==> config.mk <==
export PLATFORM = sky130hd
export DESIGN_NAME = dtcs_top
export DESIGN_NICKNAME = d
export VERILOG_FILES = /design/src/logic/dtcs_pkg.sv /design/src/logic/dtcs_top.sv
export SDC_FILE = /design/constraint.sdc
export NUM_CORES = 1
export LEC_CHECK = 0
export BUFFER_PORTS_ARGS = -buffer_cell sky130_fd_sc_hd__buf_2
export CAP_MARGIN = 15
export CORE_UTILIZATION = 49
export DETAILED_ROUTE_END_ITERATION = 10
export PLACE_DENSITY = 0.68
export SYNTH_ARGS = -nofsm -noshare
export SYNTH_HDL_FRONTEND = slang
export SYNTH_SLANG_ARGS = --single-unit
export TNS_END_PERCENT = 100
==> constraint.sdc <==
create_clock -name CLK -period 2.7 [get_ports CLK]
set_input_delay 0.27 -clock CLK [delete_from_list [all_inputs] [get_ports CLK]]
set_output_delay 0.27 -clock CLK [all_outputs]
set_load 0.1 [all_outputs]
==> src/logic/dtcs_pkg.sv <==
// Package for the dual timer with clock select: map, fields, constants.
// Functional notes
// - Bit 7: timer C high byte system clock
// - Bit 6: timer C low byte system clock
// - Bit 5: timer B high byte system clock
// - Bit 4: timer B low byte system clock
// - Bit 3: timer 1 prescaled or system clock
// - Bit 2: timer 0 prescaled or system clock
// - Prescale 12, 4, 48, or external/8
// - Each count is two byte registers
// - Mode 0 thirteen bits, low five used
// - Mode 0 wrap sets overflow flag
// - Counter mode counts count pin falling edges
// - Count needs run and open gate
// - Run bit never clears the count
// - Timer 1 mirrors timer 0, gate B
// - Mode 1 uses all sixteen bits
// - Mode 2 reloads low from high
// - Split mode low byte uses timer 0 controls
// - Split high byte: timer, run1, flag1
// - Split: timer 1 no pins, no flag
// - Timer 1 mode 3 stops it
// - Mode codes 00, 01, 10, 11
// - Flags set by hardware, cleared by software
package dtcs_pkg;

    // Register addresses
    localparam logic [7:0] ADDR_RUN_FLAGS    = 8'h88;
    localparam logic [7:0] ADDR_MODE_CONFIG  = 8'h89;
    localparam logic [7:0] ADDR_FIRST_LOW    = 8'h8a;
    localparam logic [7:0] ADDR_SECOND_LOW   = 8'h8b;
    localparam logic [7:0] ADDR_FIRST_HIGH   = 8'h8c;
    localparam logic [7:0] ADDR_SECOND_HIGH  = 8'h8d;
    localparam logic [7:0] ADDR_CLOCK_SELECT = 8'h8e;

    // Reset values
    localparam logic [7:0] RST_CLOCK_SELECT  = 8'h00;
    localparam logic [7:0] RST_MODE_CONFIG   = 8'h00;
    localparam logic [7:0] RST_COUNT         = 8'h00;

    // Clock select fields
    localparam int CKS_TMR_C_HIGH = 7;
    localparam int CKS_TMR_C_LOW  = 6;
    localparam int CKS_TMR_B_HIGH = 5;
    localparam int CKS_TMR_B_LOW  = 4;
    localparam int CKS_SECOND     = 3;
    localparam int CKS_FIRST      = 2;
    localparam int CKS_PRESCALE   = 0;

    // Run/flag fields
    localparam int RF_SECOND_FLAG = 7;
    localparam int RF_SECOND_RUN  = 6;
    localparam int RF_FIRST_FLAG  = 5;
    localparam int RF_FIRST_RUN   = 4;

    // Mode config fields
    localparam int MC_SECOND_GATE = 7;
    localparam int MC_SECOND_CT   = 6;
    localparam int MC_SECOND_MODE = 4;
    localparam int MC_FIRST_GATE  = 3;
    localparam int MC_FIRST_CT    = 2;
    localparam int MC_FIRST_MODE  = 0;

    // Mode codes
    localparam logic [1:0] MODE_13BIT  = 2'b00;
    localparam logic [1:0] MODE_16BIT  = 2'b01;
    localparam logic [1:0] MODE_RELOAD = 2'b10;
    localparam logic [1:0] MODE_SPLIT  = 2'b11;

    // Prescale codes and divisors
    localparam logic [1:0] PRE_DIV12 = 2'b00;
    localparam logic [1:0] PRE_DIV4  = 2'b01;
    localparam logic [1:0] PRE_DIV48 = 2'b10;
    localparam logic [1:0] PRE_EXT8  = 2'b11;
    localparam logic [5:0] DIV12_LAST = 6'd11;
    localparam logic [5:0] DIV4_LAST  = 6'd3;
    localparam logic [5:0] DIV48_LAST = 6'd47;
    localparam logic [2:0] EXT8_LAST  = 3'd7;

    // Mode 0 thirteen-bit wrap point
    localparam logic [12:0] COUNT13_MAX = 13'h1fff;

    // Register access request
    typedef struct packed {
        logic [7:0] addr;
        logic       wr;
        logic       rd;
        logic [7:0] wdata;
    } dtcs_sfr_req_t;

endpackage

==> src/logic/dtcs_top.sv <==
// Dual timer with shared clock select register and register port.
`timescale 1ns/1ps
`default_nettype none
module dtcs_top
    import dtcs_pkg::*;
(
    // Clock and reset
    input  wire logic          CLK,
    input  wire logic          RSTN,
    // Register port
    input  wire dtcs_sfr_req_t SFR_REQ,
    output logic [7:0]         SFR_RDATA,
    // External pins and interrupt inputs
    input  wire logic          FIRST_COUNT_PIN,
    input  wire logic          SECOND_COUNT_PIN,
    input  wire logic          EXT_IRQ_A_INPUT,
    input  wire logic          EXT_IRQ_B_INPUT,
    input  wire logic          EXT_CLOCK,
    // Interrupt controller side
    input  wire logic          IRQ_A_POLARITY,
    input  wire logic          IRQ_B_POLARITY,
    input  wire logic          FIRST_IRQ_ENABLE,
    input  wire logic          SECOND_IRQ_ENABLE,
    input  wire logic          FIRST_VECTOR_ACK,
    input  wire logic          SECOND_VECTOR_ACK,
    output logic               FIRST_IRQ,
    output logic               SECOND_IRQ,
    // Consumers of timer 1 overflow
    output logic               SECOND_OVERFLOW_PULSE,
    // Auto-reload timers B and C: own clock tick in, chosen tick out
    input  wire logic [3:0]    AUX_OWN_TICK,
    output logic [3:0]         AUX_TICK
);

    logic [7:0] clk_sel_q;
    logic [7:0] mode_q;
    logic [7:0] tl0_q, th0_q, tl1_q, th1_q;
    logic       tf0_q, tf1_q, tr0_q, tr1_q;
    logic [7:0] rdata_q;

    // Write decode
    wire wr_cks  = SFR_REQ.wr && (SFR_REQ.addr == ADDR_CLOCK_SELECT);
    wire wr_rf   = SFR_REQ.wr && (SFR_REQ.addr == ADDR_RUN_FLAGS);
    wire wr_mode = SFR_REQ.wr && (SFR_REQ.addr == ADDR_MODE_CONFIG);
    wire wr_tl0  = SFR_REQ.wr && (SFR_REQ.addr == ADDR_FIRST_LOW);
    wire wr_th0  = SFR_REQ.wr && (SFR_REQ.addr == ADDR_FIRST_HIGH);
    wire wr_tl1  = SFR_REQ.wr && (SFR_REQ.addr == ADDR_SECOND_LOW);
    wire wr_th1  = SFR_REQ.wr && (SFR_REQ.addr == ADDR_SECOND_HIGH);

    // Configuration fields
    wire [1:0] m0   = mode_q[MC_FIRST_MODE +: 2];
    wire [1:0] m1   = mode_q[MC_SECOND_MODE +: 2];
    wire       ct0  = mode_q[MC_FIRST_CT];
    wire       ct1  = mode_q[MC_SECOND_CT];
    wire       gt0  = mode_q[MC_FIRST_GATE];
    wire       gt1  = mode_q[MC_SECOND_GATE];
    wire [1:0] pres = clk_sel_q[CKS_PRESCALE +: 2];
    wire       split = (m0 == MODE_SPLIT);

    // Pin synchronisers; stage one feeds only stage two
    logic [4:0] sync1_q, sync2_q, sync3_q;
    wire  [4:0] pins_in = {EXT_CLOCK, EXT_IRQ_B_INPUT, EXT_IRQ_A_INPUT,
                           SECOND_COUNT_PIN, FIRST_COUNT_PIN};
    always_ff @(posedge CLK or negedge RSTN) begin
        if (!RSTN) begin
            sync1_q <= 5'h00;
            sync2_q <= 5'h00;
            sync3_q <= 5'h00;
        end else begin
            sync1_q <= pins_in;
            sync2_q <= sync1_q;
            sync3_q <= sync2_q;
        end
    end

    // Falling edges on count pins, rising edges on external clock
    wire fall0   = sync3_q[0] && !sync2_q[0];
    wire fall1   = sync3_q[1] && !sync2_q[1];
    wire ext_ris = !sync3_q[4] && sync2_q[4];
    // Gate inputs active at configured polarity
    wire gate_a_on = (sync2_q[2] == IRQ_A_POLARITY);
    wire gate_b_on = (sync2_q[3] == IRQ_B_POLARITY);

    // Shared prescaler; counter restarts when the field changes
    logic [5:0] pre_cnt_q;
    logic [2:0] ext_cnt_q;
    logic [1:0] pres_last_q;
    wire  [5:0] pre_last = (pres == PRE_DIV4)  ? DIV4_LAST :
                           (pres == PRE_DIV48) ? DIV48_LAST : DIV12_LAST;
    wire pre_wrap  = (pre_cnt_q >= pre_last);
    wire ext_wrap  = ext_ris && (ext_cnt_q == EXT8_LAST);
    wire pre_tick  = (pres == PRE_EXT8) ? ext_wrap : pre_wrap;
    always_ff @(posedge CLK or negedge RSTN) begin
        if (!RSTN) begin
            pre_cnt_q   <= 6'h00;
            ext_cnt_q   <= 3'h0;
            pres_last_q <= 2'h0;
        end else begin
            pres_last_q <= pres;
            pre_cnt_q   <= (pre_wrap || pres != pres_last_q) ? 6'h00 : pre_cnt_q + 6'h01;
            if (ext_ris)
                ext_cnt_q <= ext_cnt_q + 3'h1;
        end
    end

    // Timer clocks: system clock is every edge, else prescaled tick
    wire tclk0 = clk_sel_q[CKS_FIRST]  ? 1'b1 : pre_tick;
    wire tclk1 = clk_sel_q[CKS_SECOND] ? 1'b1 : pre_tick;
    // Counter select overrides the clock select bit
    wire inc0  = ct0 ? fall0 : tclk0;
    // Timer 1 may not count pin edges while timer 0 is split
    wire inc1  = (ct1 && !split) ? fall1 : tclk1;

    // Run qualification
    wire run0  = tr0_q && (!gt0 || gate_a_on);
    // Split mode hands timer 1 run control to its mode field
    wire run1  = split ? (m1 != MODE_SPLIT)
                       : (tr1_q && (!gt1 || gate_b_on) && (m1 != MODE_SPLIT));
    wire step0 = run0 && inc0;
    wire step1 = run1 && inc1;
    // Split high byte: timer only, enabled by run bit of timer 1
    wire step_h = split && tr1_q && tclk0;

    // Next-count arithmetic shared by both timers
    logic [7:0] tl_n [2];
    logic [7:0] th_n [2];
    logic       ovf  [2];
    wire  [7:0] tl_c [2] = '{tl0_q, tl1_q};
    wire  [7:0] th_c [2] = '{th0_q, th1_q};
    wire  [1:0] md   [2] = '{m0, m1};
    wire        stp  [2] = '{step0, step1};

    genvar g;
    generate
        for (g = 0; g < 2; g++) begin : g_tmr
            logic [12:0] c13;
            logic [15:0] c16;
            assign c13 = {th_c[g], tl_c[g][4:0]};
            assign c16 = {th_c[g], tl_c[g]};
            always_comb begin
                tl_n[g] = tl_c[g];
                th_n[g] = th_c[g];
                ovf[g]  = 1'b0;
                if (stp[g]) begin
                    case (md[g])
                        MODE_13BIT: begin
                            // Upper low-byte bits are left as they were
                            tl_n[g][4:0] = c13[4:0] + 5'h01;
                            th_n[g] = (c13[4:0] == 5'h1f) ? th_c[g] + 8'h01 : th_c[g];
                            ovf[g]  = (c13 == COUNT13_MAX);
                        end
                        MODE_16BIT: begin
                            {th_n[g], tl_n[g]} = c16 + 16'h0001;
                            ovf[g]  = (c16 == 16'hffff);
                        end
                        MODE_RELOAD: begin
                            // High byte only supplies the reload value
                            tl_n[g] = (tl_c[g] == 8'hff) ? th_c[g] : tl_c[g] + 8'h01;
                            ovf[g]  = (tl_c[g] == 8'hff);
                        end
                        default: begin
                            // Split: low byte 8-bit; timer 1 never steps here
                            tl_n[g] = tl_c[g] + 8'h01;
                            ovf[g]  = (tl_c[g] == 8'hff);
                        end
                    endcase
                end
            end
        end
    endgenerate

    // Split high byte of timer 0 counts on its own
    wire       ovf_h   = step_h && (th0_q == 8'hff);
    wire [7:0] th0_nxt = split ? (step_h ? th0_q + 8'h01 : th0_q) : th_n[0];

    // Flag sources; split mode moves the timer 1 flag to the high byte
    wire set_tf0 = ovf[0];
    wire set_tf1 = split ? ovf_h : ovf[1];

    // Count registers: a register write takes priority over counting
    always_ff @(posedge CLK or negedge RSTN) begin
        if (!RSTN) begin
            tl0_q <= RST_COUNT;
            th0_q <= RST_COUNT;
            tl1_q <= RST_COUNT;
            th1_q <= RST_COUNT;
        end else begin
            tl0_q <= wr_tl0 ? SFR_REQ.wdata : tl_n[0];
            th0_q <= wr_th0 ? SFR_REQ.wdata : th0_nxt;
            tl1_q <= wr_tl1 ? SFR_REQ.wdata : tl_n[1];
            th1_q <= wr_th1 ? SFR_REQ.wdata : th_n[1];
        end
    end

    // Control registers
    always_ff @(posedge CLK or negedge RSTN) begin
        if (!RSTN) begin
            clk_sel_q <= RST_CLOCK_SELECT;
            mode_q    <= RST_MODE_CONFIG;
            tr0_q     <= 1'b0;
            tr1_q     <= 1'b0;
        end else begin
            if (wr_cks)
                clk_sel_q <= SFR_REQ.wdata;
            if (wr_mode)
                mode_q <= SFR_REQ.wdata;
            if (wr_rf) begin
                tr0_q <= SFR_REQ.wdata[RF_FIRST_RUN];
                tr1_q <= SFR_REQ.wdata[RF_SECOND_RUN];
            end
        end
    end

    // Overflow flags: hardware set beats software or vector clear
    wire clr_tf0 = FIRST_VECTOR_ACK  || (wr_rf && !SFR_REQ.wdata[RF_FIRST_FLAG]);
    wire clr_tf1 = SECOND_VECTOR_ACK || (wr_rf && !SFR_REQ.wdata[RF_SECOND_FLAG]);
    wire wset0   = wr_rf && SFR_REQ.wdata[RF_FIRST_FLAG];
    wire wset1   = wr_rf && SFR_REQ.wdata[RF_SECOND_FLAG];
    always_ff @(posedge CLK or negedge RSTN) begin
        if (!RSTN) begin
            tf0_q <= 1'b0;
            tf1_q <= 1'b0;
        end else begin
            tf0_q <= set_tf0 || wset0 || (tf0_q && !clr_tf0);
            tf1_q <= set_tf1 || wset1 || (tf1_q && !clr_tf1);
        end
    end

    // Read mux; unmapped addresses read zero
    wire [7:0] rf_rd = {tf1_q, tr1_q, tf0_q, tr0_q, 4'h0};
    wire [7:0] rd_mux =
        (SFR_REQ.addr == ADDR_CLOCK_SELECT) ? clk_sel_q :
        (SFR_REQ.addr == ADDR_RUN_FLAGS)    ? rf_rd     :
        (SFR_REQ.addr == ADDR_MODE_CONFIG)  ? mode_q    :
        (SFR_REQ.addr == ADDR_FIRST_LOW)    ? tl0_q     :
        (SFR_REQ.addr == ADDR_FIRST_HIGH)   ? th0_q     :
        (SFR_REQ.addr == ADDR_SECOND_LOW)   ? tl1_q     :
        (SFR_REQ.addr == ADDR_SECOND_HIGH)  ? th1_q     : 8'h00;

    // Read data and timer 1 overflow pulse are registered
    logic t1_pulse_q;
    always_ff @(posedge CLK or negedge RSTN) begin
        if (!RSTN) begin
            rdata_q    <= 8'h00;
            t1_pulse_q <= 1'b0;
        end else begin
            if (SFR_REQ.rd)
                rdata_q <= rd_mux;
            // Still feeds baud and conversion consumers in split mode
            t1_pulse_q <= ovf[1];
        end
    end

    // Clock choices for auto-reload timers B and C
    generate
        for (g = 0; g < 4; g++) begin : g_aux
            assign AUX_TICK[g] = clk_sel_q[CKS_TMR_B_LOW + g] ? 1'b1 : AUX_OWN_TICK[g];
        end
    endgenerate

    assign SFR_RDATA             = rdata_q;
    assign SECOND_OVERFLOW_PULSE = t1_pulse_q;
    assign FIRST_IRQ             = tf0_q && FIRST_IRQ_ENABLE;
    assign SECOND_IRQ            = tf1_q && SECOND_IRQ_ENABLE;

endmodule
`default_nettype wire

==> flow_metrics.py <==
metrics = {
    "clock_tree": {
        "cts.htree.levels": 3,
        "clockRootBuffer": "clkbuf_8",
        "clk_latency_ps": 390,
        "cts_made_buffers": 9,
        "clkTransAtPathRegs_ps": 100,
        "postCtsSetupBuffers": 0,
        "cts_sinks": 85,
        "tritoncts": "done",
        "cts.path.max_buffers": 2,
    },
    "yosys": {
        "netlist_area_mm2": 0.00521,
        "yosysTopAreaCell": "dfrtp_1",
        "yosysWarnings": 0,
        "synth-edff-count": 0,
        "ys.flop_type": "dfrtp_1",
        "synth.most_common_cell": "dfrtp_1",
        "async_reset_ff_share_pct": 100,
        "synth_fp_nets": 638,
        "synth_top_area_share_pct": 40.8,
        "synth.distinct_cells": 62,
        "synth_area_leaders": "dfrtp_1, ha_1, mux2_2, a21oi_1, o21ai_0",
        "ys_seq_area_share_pct": 40.8,
        "synth.avg_cell_area_um2": 8.95,
        "synthCells": 582,
        "synth_seq_cells": 85,
        "synth_common_cells": "dfrtp_1, nand2_1, nor2_1",
    },
    "pwr": {
        "p_sw_w": 0.00124,
        "p_leak_nw": 2.61,
        "switching_share_pct": 36.4,
        "p_int_w": 0.00216,
        "p_clk_share_pct": 26.3,
        "comb_power_share_pct": 24.6,
        "vdd_ir_drop_max_mv": 0.461,
        "power_w": 0.00340,
        "seq_power_share_pct": 49.1,
        "powerDensity_mw_per_mm2": 573,
    },
    "timing": {
        "fin_crit_sh_pct": 92.2,
        "fmax_ghz": 0.402,
        "min_period_ps": 2490,
        "setup_tns_ps": 0,
        "drv_slew": 0,
        "hold_viol": 0,
        "setup_viol": 0,
        "finClkSkew_ps": 15.9,
        "rsz0062_at_grt": "no",
        "relSlewSlack_pct": 59.0,
        "worst_slew_pin_slew_ps": 607,
        "timing.final.ws_setup_ps": 209,
    },
    "floorplanning": {
        "dieArea_mm2": 0.0110,
        "floorplan.initialDensity_pct": 50.4,
        "core_mm2": 0.0103,
        "num_rows": 37,
        "die_h_um": 105,
        "die_w_um": 105,
        "ios": 50,
    },
    "run_status": {
        "status": "finished, final reports clean",
    },
    "cells_and_area": {
        "fin_nets": 698,
        "fillCellCount": 958,
        "area_growth_pct": 14.1,
        "n_antenna_cell": 0,
        "layout-drive-gt1-share_pct": 18.9,
    },
    "place": {
        "pre_cts_slack_ps": 95.7,
        "routabilityCongestion": 0.985,
        "io_buffer_count": 49,
        "place_hpwl_um": 11100,
    },
    "global_route": {
        "grt_start_max_net_pins": 46,
        "grt_pass1_wl_um": 23700,
        "grt_use_total_pct": 28.6,
        "overflow": 0,
        "antenna_found_initial": 0,
        "grt_pass1_vias": 4484,
    },
    "setup_path": {
        "critPathLaunchType": "flop",
        "endpoint_kind": "flop",
        "path_max_fanout": 10,
        "critical_path_class": "reg2reg",
        "critPathRequiredTime_ps": 3020,
        "crit_arrival_ps": 2810,
    },
    "route": {
        "dr.pass1.iters": 8,
        "viasPerCell": 6.07,
        "vias": 4756,
        "drt_wl_total_um": 15000,
        "drtIter0Drc": 474,
        "drtAntennaViolNets": 0,
        "drc": 0,
        "avgRoutedWirePerCell_um": 19.1,
    },
    "job": {
        "maxCapViolations": 0,
    },
    "worst_hold_path": {
        "hp-class": "in2reg",
    },
}
per-stage QoR:
step	area, um2	std cells	util [%]	hold slack (ps)
4_1_cts	5920	783	57.4	154
2_1_floorplan	5210	582	-	-25.6
6_report	5940	783	57.5	170
3_3_place_gp	5670	761	54.9	292
3_5_place_dp	5670	761	54.9	303
5_1_grt	5940	783	57.5	165
flip-flops by register name, summed over array words and instances, names as in the netlist, 2 cells and up:
name / count
mode_q: 8
sync2_q: 5
th1_q: 8
sync1_q: 5
SFR_RDATA: 8
clk_sel_q: 8
ext_cnt_q: 3
pres_last_q: 2
sync3_q: 3
th0_q: 8
tl0_q: 8
tl1_q: 8
pre_cnt_q: 6
layer usage:
layer	GRT usage (%)	wire [um]
met2	45.7	7150
met4	14.6	613
met1	37.4	6130
met3	4.68	1080
met5	0	0
power by group through the flow:
stage               sequential (W)  combinational [W]  clock [W]
global placement           0.00168           0.000808          0
detailed placement         0.00168           0.000830          0
finish                     0.00167           0.000837   0.000894
floorplan                  0.00165           0.000577          0
global route               0.00169           0.000941   0.000967
CTS                        0.00166           0.000839   0.000914
kinds of logic (layout without fill, tap and decap cells):
kind of cell | count (synthesis) | count (layout) | synth area share (%)
compound gates | 154 | 154 | 18.5
xor+xnor | 26 | 26 | 4.37
fa+ha+maj | 21 | 21 | 5.05
buf+inv | 46 | 111 | 3.46
flops | 85 | 85 | 40.8
mux | 34 | 34 | 7.54
simple gates | 216 | 216 | 20.2
cell usage in the layout (no fill, tap or decap), types with 4 or more instances in the layout:
cell type / Yosys / layout
a21oi_1: 45 / 44
a22oi_1: 7 / 7
a31oi_1: 11 / 11
and2_1: 6 / 6
and3_1: 9 / 9
buf_2: 3 / 48
buf_4: 1 / 17
clkbuf_8: 0 / 9
dfrtp_1: 85 / 85
dlygate4sd3_1: 0 / 6
ha_1: 21 / 21
inv_1: 22 / 22
mux2_2: 22 / 22
mux2i_1: 10 / 10
nand2_1: 59 / 59
nand2b_1: 5 / 5
nand3_1: 30 / 30
nand4_1: 5 / 5
nor2_1: 51 / 51
nor2b_1: 8 / 7
nor3_1: 12 / 12
nor4_1: 4 / 4
o21ai_0: 45 / 45
o22ai_1: 8 / 8
o31ai_1: 5 / 5
or2_2: 6 / 6
or3_1: 5 / 5
or4_1: 4 / 4
xnor2_1: 12 / 12
xor2_1: 14 / 14
final timing paths:
check                                              start                       end  slack, ps  depth (start not counted)
worst max register to register  clk_sel_q[0]$_DFFE_PN0P_      th0_q[0]$_DFFE_PN0P_        210                         10
worst min register to register      sync1_q[1]$_DFF_PN0_      sync2_q[1]$_DFF_PN0_        360                          0
worst max-delay path            clk_sel_q[0]$_DFFE_PN0P_      th0_q[0]$_DFFE_PN0P_        210                         10
max in group asynchronous                           RSTN  ext_cnt_q[1]$_DFFE_PN0P_       1680                          3
worst min-delay path                    FIRST_VECTOR_ACK           tf0_q$_DFF_PN0_        170                          4
min in group asynchronous                           RSTN  clk_sel_q[0]$_DFFE_PN0P_        410                          2
area by class of cell:
cell class | count | area (um2) | share of cell area (%)
Multi-Input combinational cell | 451 | 2920 | 49.1
Tap cell | 136 | 170 | 2.86
Timing Repair Buffer | 72 | 448 | 7.54
Clock buffer | 9 | 124 | 2.09
Clock inverter | 7 | 68.8 | 1.16
Inverter | 23 | 86.3 | 1.45
Sequential cell | 85 | 2130 | 35.8
worst max-delay path: stages, from the launching register on:
cell      delay, ps
dfrtp_1         390
nand2b_1        170
ha_1            300
nand2_1          60
o211ai_2        230
mux2i_4         160
a21oi_2         240
a31oi_4         170
buf_4           190
or3_1           340
a31oi_1         160
timing repair:
item	CTS	global route
endpoints found under the setup margin	0	8
hold endpoints to repair	45	0
hold buffers	6	0
gates resized for setup	0	3
No activity file was read; power rests on OpenSTA's default activity.
